--- src/logic/swsm_map.svh ---
// Register offsets, field positions and reset values of the sleep/wake supply monitor.
`ifndef SWSM_MAP_SVH
`define SWSM_MAP_SVH
`define SWSM_OFS_CTRL      9'h1e3
`define SWSM_OFS_CMP       9'h1e4
`define SWSM_OFS_DUTY      9'h1eb
`define SWSM_POR_LSB       4
`define SWSM_LVD_LSB       0
`define SWSM_DUTY_LSB      6
`define SWSM_CTRL_MASK     8'h37
`define SWSM_DUTY_MASK     8'hc0
`define SWSM_RST_VAL       8'h00
`define SWSM_POR_NORESET   2'h3
`define SWSM_POR_RSVD      2'h2
`define SWSM_LVD_MAXCODE   3'h3
`define SWSM_SLOW_PER_NS   31250
`define SWSM_WAKE_MIN_US   75
`define SWSM_WAKE_MAX_US   105
`endif

--- src/logic/swsm_pkg.sv ---
// Types of the sleep/wake supply monitor.
package swsm_pkg;
    typedef enum logic [2:0] {
        SWSM_RUN,
        SWSM_HALT_REQ,
        SWSM_ASLEEP,
        SWSM_SYNCED,
        SWSM_POWERED,
        SWSM_SAMPLED
    } swsm_state_t;
    typedef logic [1:0] swsm_duty_t;
endpackage

--- src/logic/swsm_top.sv ---
// Sleep entry/exit sequencer and supply monitor control registers.
`timescale 1ns/1ps
`include "swsm_map.svh"
module swsm_top #(
    parameter int ADDR_W = 9
) (
    input  wire logic              sys_clk,
    input  wire logic              rstn,
    input  wire logic              clk_en,
    input  wire logic              slow_clk,
    input  wire logic              sleep_req,
    input  wire logic              irq_pending,
    input  wire logic              halt_acknowledge,
    input  wire logic              extended_io_bank_select,
    input  wire logic [ADDR_W-1:0] io_addr,
    input  wire logic              io_wr,
    input  wire logic              io_rd,
    input  wire logic [7:0]        io_wdata,
    input  wire logic              lvd_cmp_raw,
    input  wire logic              por_cmp_raw,
    output logic [7:0]             io_rdata,
    output logic                   halt_request,
    output logic                   power_down_strobe,
    output logic                   monitor_enable,
    output logic                   por_reset_req,
    output logic                   flash_enable,
    output swsm_pkg::swsm_duty_t   monitor_duty_ratio,
    output logic [1:0]             por_level_select,
    output logic [2:0]             lvd_trip_select,
    output logic                   supply_low_flag,
    output logic                   precise_supply_flag
);
    import swsm_pkg::*;

    // The three register offsets need nine address bits.
    if (ADDR_W < 9) begin : g_addr_check
        $error("swsm_top: ADDR_W must be at least 9");
    end

    // -------------------------------------------------------------------------
    // Register decode
    // -------------------------------------------------------------------------
    // Only the second bank reaches these registers.
    wire bank_ok  = extended_io_bank_select;
    wire sel_ctrl = bank_ok && (io_addr == ADDR_W'(`SWSM_OFS_CTRL));
    wire sel_cmp  = bank_ok && (io_addr == ADDR_W'(`SWSM_OFS_CMP));
    wire sel_duty = bank_ok && (io_addr == ADDR_W'(`SWSM_OFS_DUTY));

    logic [7:0] ctrl_q;
    logic [7:0] duty_q;
    logic [7:0] rdata_q;
    logic       lvd_q;
    logic       por_q;

    // Reserved bits are masked off on write, so they always read zero.
    wire [7:0] ctrl_d = io_wdata & `SWSM_CTRL_MASK;
    wire [7:0] duty_d = io_wdata & `SWSM_DUTY_MASK;
    wire [7:0] cmp_rd = {6'h00, lvd_q, por_q};
    wire [7:0] rd_d   = sel_ctrl ? ctrl_q : sel_cmp ? cmp_rd : sel_duty ? duty_q : 8'h00;

    always_ff @(posedge sys_clk) begin
        if (!rstn) begin
            ctrl_q  <= `SWSM_RST_VAL;
            duty_q  <= `SWSM_RST_VAL;
            rdata_q <= 8'h00;
        end else if (clk_en) begin
            if (io_wr && sel_ctrl) ctrl_q <= ctrl_d;
            if (io_wr && sel_duty) duty_q <= duty_d;
            if (io_rd) rdata_q <= rd_d;
        end
    end

    assign io_rdata           = rdata_q;
    assign por_level_select   = ctrl_q[`SWSM_POR_LSB +: 2];
    assign lvd_trip_select    = ctrl_q[`SWSM_LVD_LSB +: 3];
    assign monitor_duty_ratio = duty_q[`SWSM_DUTY_LSB +: 2];

    // -------------------------------------------------------------------------
    // Slow clock edges and supply monitor duty
    // -------------------------------------------------------------------------
    logic       slow_q;
    logic [8:0] duty_cnt_q;
    wire        slow_rise = slow_clk && !slow_q;
    wire        slow_fall = !slow_clk && slow_q;
    always_ff @(posedge sys_clk) begin
        if (!rstn) begin
            slow_q     <= 1'b0;
            duty_cnt_q <= 9'h000;
        end else if (clk_en) begin
            slow_q <= slow_clk;
            if (slow_rise) duty_cnt_q <= duty_cnt_q + 9'h001;
        end
    end

    // Running, the monitors stay on; asleep they are on one slow period per window.
    logic [8:0] duty_win;
    always_comb begin
        case (monitor_duty_ratio)
            2'h0:    duty_win = 9'h07f;
            2'h1:    duty_win = 9'h1ff;
            2'h2:    duty_win = 9'h01f;
            default: duty_win = 9'h007;
        endcase
    end
    assign monitor_enable = !power_down_strobe || ((duty_cnt_q & duty_win) == 9'h000);

    // -------------------------------------------------------------------------
    // Sleep sequencer
    // -------------------------------------------------------------------------
    swsm_state_t state_q;
    swsm_state_t state_d;
    always_comb begin
        state_d = state_q;
        case (state_q)
            SWSM_RUN:      if (sleep_req) state_d = SWSM_HALT_REQ;
            SWSM_HALT_REQ: if (halt_acknowledge) state_d = SWSM_ASLEEP;
            // Wake ignores the global enable; the mask is applied upstream.
            SWSM_ASLEEP:   if (irq_pending && slow_fall) state_d = SWSM_SYNCED;
            SWSM_SYNCED:   if (slow_rise) state_d = SWSM_POWERED;
            SWSM_POWERED:  if (slow_rise) state_d = SWSM_SAMPLED;
            SWSM_SAMPLED:  if (slow_fall) state_d = SWSM_RUN;
            default:       state_d = SWSM_RUN;
        endcase
    end

    always_ff @(posedge sys_clk) begin
        if (!rstn) state_q <= SWSM_RUN;
        else if (clk_en) state_q <= state_d;
    end

    // Halt request rises combinationally so the core sees it at once.
    assign halt_request = (state_q != SWSM_RUN) || sleep_req;
    // Strobe powers down flash, oscillator, filter and bandgap.
    assign power_down_strobe = (state_q == SWSM_ASLEEP) || (state_q == SWSM_SYNCED);

    // Comparators are frozen while asleep and resampled once powered again.
    wire cmp_load = (state_q == SWSM_RUN) || (state_q == SWSM_POWERED && slow_rise);
    always_ff @(posedge sys_clk) begin
        if (!rstn) begin
            lvd_q <= 1'b0;
            por_q <= 1'b0;
        end else if (clk_en && cmp_load) begin
            lvd_q <= lvd_cmp_raw;
            por_q <= por_cmp_raw;
        end
    end
    assign supply_low_flag     = lvd_q;
    assign precise_supply_flag = por_q;
    // Level 11 still reports the comparator but never resets; 10 is reserved.
    assign por_reset_req = por_q && (por_level_select != `SWSM_POR_NORESET)
                           && (por_level_select != `SWSM_POR_RSVD);
    // Reserved trip codes leave the flash gate closed.
    assign flash_enable = !power_down_strobe && !lvd_q
                          && (lvd_trip_select <= `SWSM_LVD_MAXCODE);

    // -------------------------------------------------------------------------
    // Assertions
    // -------------------------------------------------------------------------
    property p_strobe_on_ack;
        @(posedge sys_clk) disable iff (!rstn)
        (state_q == SWSM_HALT_REQ && halt_acknowledge && clk_en) |=> power_down_strobe;
    endproperty
    a_strobe_on_ack: assert property (p_strobe_on_ack) else $error("strobe missing");

    property p_no_wake_without_irq;
        @(posedge sys_clk) disable iff (!rstn)
        (state_q == SWSM_ASLEEP && !irq_pending) |=> state_q == SWSM_ASLEEP;
    endproperty
    a_no_wake_without_irq: assert property (p_no_wake_without_irq) else $error("spurious wake");

    property p_sync_on_fall;
        @(posedge sys_clk) disable iff (!rstn)
        (state_q == SWSM_ASLEEP && $past(state_q) == SWSM_ASLEEP) ##1 state_q == SWSM_SYNCED
            |-> $past(slow_fall);
    endproperty
    a_sync_on_fall: assert property (p_sync_on_fall) else $error("sync not on fall");

    property p_release_on_rise;
        @(posedge sys_clk) disable iff (!rstn)
        $fell(power_down_strobe) |-> $past(slow_rise);
    endproperty
    a_release_on_rise: assert property (p_release_on_rise) else $error("strobe release edge");

    property p_halt_release_fall;
        @(posedge sys_clk) disable iff (!rstn)
        (state_q == SWSM_SAMPLED && slow_fall && clk_en && !sleep_req) |=> !halt_request;
    endproperty
    a_halt_release_fall: assert property (p_halt_release_fall) else $error("halt held");

    property p_strobe_implies_halt;
        @(posedge sys_clk) disable iff (!rstn)
        power_down_strobe |-> halt_request;
    endproperty
    a_strobe_implies_halt: assert property (p_strobe_implies_halt) else $error("strobe w/o halt");

    property p_cmp_read;
        @(posedge sys_clk) disable iff (!rstn)
        (io_rd && sel_cmp && clk_en) |=> io_rdata == {6'h00, $past(lvd_q), $past(por_q)};
    endproperty
    a_cmp_read: assert property (p_cmp_read) else $error("status read wrong");

    property p_bank_guard;
        @(posedge sys_clk) disable iff (!rstn)
        (io_wr && !extended_io_bank_select) |=> $stable(ctrl_q) && $stable(duty_q);
    endproperty
    a_bank_guard: assert property (p_bank_guard) else $error("write outside bank");

    property p_reserved_zero;
        @(posedge sys_clk) disable iff (!rstn)
        ((ctrl_q & ~`SWSM_CTRL_MASK) == 8'h00) && ((duty_q & ~`SWSM_DUTY_MASK) == 8'h00);
    endproperty
    a_reserved_zero: assert property (p_reserved_zero) else $error("reserved bit set");

    property p_level3_no_reset;
        @(posedge sys_clk) disable iff (!rstn)
        (por_level_select == `SWSM_POR_NORESET) |-> !por_reset_req;
    endproperty
    a_level3_no_reset: assert property (p_level3_no_reset) else $error("reset at level 3");

    property p_flags_frozen;
        @(posedge sys_clk) disable iff (!rstn)
        (state_q == SWSM_ASLEEP) |=> $stable(supply_low_flag) && $stable(precise_supply_flag);
    endproperty
    a_flags_frozen: assert property (p_flags_frozen) else $error("flags moved");

    property p_sample_loads;
        @(posedge sys_clk) disable iff (!rstn)
        (state_q == SWSM_POWERED && slow_rise && clk_en)
            |=> (supply_low_flag == $past(lvd_cmp_raw))
                && (precise_supply_flag == $past(por_cmp_raw));
    endproperty
    a_sample_loads: assert property (p_sample_loads) else $error("no sample");
endmodule

--- config.mk ---
export PLATFORM = sky130hd
export DESIGN_NAME = swsm_top
export DESIGN_NICKNAME = d
export VERILOG_FILES = /design/src/logic/swsm_pkg.sv /design/src/logic/swsm_top.sv
export VERILOG_INCLUDE_DIRS = /design/src /design/src/logic
export SDC_FILE = /design/constraint.sdc
export NUM_CORES = 1
export LEC_CHECK = 0
export BUFFER_PORTS_ARGS = -buffer_cell sky130_fd_sc_hd__buf_2
export CORE_ASPECT_RATIO = 0.6
export CORE_UTILIZATION = 49
export DETAILED_ROUTE_END_ITERATION = 7
export GPL_TIMING_DRIVEN = 0
export HOLD_SLACK_MARGIN = 0.06
export PLACE_DENSITY = 0.81
export SLEW_MARGIN = 20
export SYNTH_ARGS = -nofsm -noshare
export SYNTH_HDL_FRONTEND = slang
export SYNTH_SLANG_ARGS = --single-unit
export TNS_END_PERCENT = 5
--- constraint.sdc ---
create_clock -name sys_clk -period 2 [get_ports sys_clk]
set_clock_uncertainty 0.1 [all_clocks]
set_input_delay 0.2 -clock sys_clk [delete_from_list [all_inputs] [get_ports sys_clk]]
set_output_delay 0.2 -clock sys_clk [all_outputs]
set_load 0.03 [all_outputs]
==> impl_metrics.env <==
export IMPL_final_setup_viol_count=0
export IMPL_endpoint_kind="output port"
export IMPL_max_slew_margin=0.646
export IMPL_fin_tns_setup_ns=0
export IMPL_num_vias=1482
export IMPL_cts_tree="yes"
export IMPL_avgSynthCellArea_um2=8.31
export IMPL_antenna_found_initial=0
export IMPL_total_leakage_power_nw=0.823
export IMPL_grt_pass1_wl_um=5850
export IMPL_fp_dieH_um=44.4
export IMPL_slew_violations=0
export IMPL_final_area_um2=1950
export IMPL_num_io_pins=51
export IMPL_cts_root_buf="clkbuf_8"
export IMPL_drtIter0Drc=167
export IMPL_synth_edff_count=0
export IMPL_r2r_end="precise_supply_flag$_SDFFE_PN0P_"
export IMPL_rrSetupSlack_ns=0.33
export IMPL_crit_type="register to output port"
export IMPL_crit_path_max_incr_delay_ns=0.39
export IMPL_rows=14
export IMPL_min_delay_path_depth=3
export IMPL_grt_remaining_overflow=0
export IMPL_critPathBufInv=2
export IMPL_yosys_warnings=0
export IMPL_viasPerCell=5.31
export IMPL_cap_violations=0
export IMPL_synth_top_area_frac=0.395
export IMPL_crit_path_start_kind="register"
export IMPL_postRouteWirelength_um=3740
export IMPL_fin_hold_ws_ns=0.0691
export IMPL_fp_coreArea_um2=2660
export IMPL_rr_worst_depth=4
export IMPL_die_area_um2=3230
export IMPL_hold_violations=0
export IMPL_post_dp_hpwl_um=2630
export IMPL_die_width_um=72.7
export IMPL_cts_setup_buffers=0
export IMPL_r2r_start="slow_q$_SDFFE_PN0P_"
export IMPL_hold_path_end="ctrl_q[2]$_SDFFE_PN0P_"
export IMPL_cts_htree_levels=2
export IMPL_synth_area_leader_cell="dfxtp_1"
export IMPL_netlist_area_um2=1470
export IMPL_cts_buffers=5
export IMPL_dpl_cell_area_um2=1760
export IMPL_wire_per_inst_um=13.4
export IMPL_place_gp_congestion=0.839
export IMPL_grt_pass1_vias=1226
export IMPL_worstPathArrival_ns=1.54
export IMPL_num_antenna_cells=0
export IMPL_area_growth_pct=32.9
export IMPL_layoutNonFillerInstCount=279
export IMPL_port_buffers=48
export IMPL_syn_nets=208
export IMPL_required_ns=1.70
export IMPL_final_nets=269
export IMPL_drive_above_1_share=0.285
export IMPL_ys_seq_area_frac=0.395
export IMPL_ant_nets=0
export IMPL_holdCritPathClass="input port to register"
export IMPL_clk_pin_slew_ns=0.07
export IMPL_synth_most_common_cell="dfxtp_1"
export IMPL_max_freq_ghz=0.542
export IMPL_setup_ws_ns=0.155
export IMPL_synth_area_leaders="dfxtp_1, mux2i_1, nand2_1"
export IMPL_start_util=0.552
export IMPL_min_period_ns=1.84
export IMPL_cts_buffer_depth=2
export IMPL_cp_cell_sequence="buf_2 > nor2b_1 > o21ai_0 > buf_2"
export IMPL_cpMostUsedCell="buf_2"
export IMPL_drc=0
export IMPL_worstSkewPairLatency_ns=0.29
export IMPL_synth_distinct_cells=41
export IMPL_finalCritPeriodShare=0.922
export IMPL_place_inst=265
export IMPL_tightest_slew_ns=0.526
export IMPL_dr_pass1_iters=4
export IMPL_grt_max_degree=11
export IMPL_ys_ff_latch=29
export IMPL_vdd_drop_max_mv=0.524
export IMPL_synth_top_cells_by_count="dfxtp_1, nand2_1, nor2_1"
export IMPL_cp_top_family="buffers and inverters"
export IMPL_ys_async_sr_fraction=0
export IMPL_outcome="completed"
export IMPL_synth_cells=177
export IMPL_hp_start="io_wdata[2]"
export IMPL_cellPowerDensity_nw_per_um2=805
export IMPL_rsz0062_at_grt="no"
export IMPL_crit_slowest_cell="nor2b_1"
export IMPL_synth_flop_cell="dfxtp_1"
export IMPL_track_usage=0.254
export IMPL_dp_slack_ns=0.294
export IMPL_numClockSinks=29
export IMPL_worstPathMaxFanout=9
## where the power goes
part	internal [W]	switching [W]
combinational	0.0000986	0.000140
sequential	0.000594	0.0000129
clock	0.000495	0.000234
total	0.00119	0.000387
## worst register-to-register path: stages (launching register included)
cell	delay, ns
dfxtp_1	0.35
nand2b_1	0.19
a2111oi_2	0.53
mux2i_1	0.29
nor2_1	0.08
## state kept, by name, indices dropped and copies added (netlist names)
name	flops
duty_cnt_q	9
io_rdata	7
duty_q	2
slow_q	1
state_q	3
supply_low_flag	1
ctrl_q	5
precise_supply_flag	1
## layer usage
metal	global-route usage	routed length [um]	vias to the layer above
li1	-	-	740
met1	0.366	1840	665
met2	0.346	1510	63
met3	0.0706	310	14
met4	0.129	74	0
met5	0	0	-
## cells by family (layout without fill, tap and decap cells)
family                   after synthesis  after routing  synth area share
adder cells (fa/ha/maj)                2              2            0.0170
buffers and inverters                 18             80            0.0587
flip-flops                            29             29             0.395
AO/OA/AOI/OAI                         27             27             0.126
AND/OR/NAND/NOR                       83             83             0.287
XOR/XNOR                               6              6            0.0357
multiplexers                          11             11            0.0783
other                                  1              1           0.00255
## how the worst max path moves through the flow
stage                             from                endpoint  slack [ns]  depth (start not counted)
2_1_floorplan  state_q[1]$_SDFFE_PN0P_          monitor_enable        0.12                          3
3_3_place_gp                io_addr[4]  ctrl_q[0]$_SDFFE_PN0P_        0.28                          6
3_5_place_dp                io_addr[4]  ctrl_q[4]$_SDFFE_PN0P_        0.29                          6
4_1_cts        state_q[1]$_SDFFE_PN0P_          monitor_enable        0.17                          4
5_1_grt        state_q[1]$_SDFFE_PN0P_          monitor_enable        0.06                          4
6_report       state_q[1]$_SDFFE_PN0P_          monitor_enable        0.16                          4
## per-stage QoR
| step | util | total power [W] |
|---|---|---|
| floorplan | - | 0.000771 |
| global placement | 0.661 | 0.000841 |
| detailed placement | 0.661 | 0.000843 |
| CTS | 0.734 | 0.00158 |
| global route | 0.734 | 0.00163 |
| finish | 0.734 | 0.00157 |
## timing repair
| item | 4_1_cts | 5_1_grt |
|---|---|---|
| hold buffers | 6 | 0 |
| endpoints found under the hold margin | 6 | 0 |
| resized for setup | 0 | 0 |
## cells in the final DEF, fill, tap and decap left out, types with 2 or more instances in the layout
master	synthesis	final
o21ai_0	7	7
inv_1	7	7
a221oi_1	2	2
nand3b_1	4	4
nand3_1	10	10
a21oi_1	8	8
buf_2	3	51
mux2i_1	10	10
nand2_1	25	25
nor4_1	4	4
xnor2_1	5	5
dlygate4sd3_1	0	6
nor2_1	16	16
nand2b_1	2	2
clkbuf_8	0	5
nor2b_1	5	5
clkbuf_1	4	4
or3_1	2	2
nor3_1	4	4
bufinv_16	0	2
ha_1	2	2
a31oi_1	3	3
dfxtp_1	29	29
and3_1	4	4
buf_4	2	2
## area by class of cell
type	instances	area, um2
clock inverters	3	65.1
multi-input cells	130	803
flip-flops and latches	29	581
well taps	40	50.0
plain buffers	10	56.3
fillers	218	708
repair buffers	54	300
inverters	8	30.0
clock buffers	5	68.8
(Power assumes the default switching activity.)
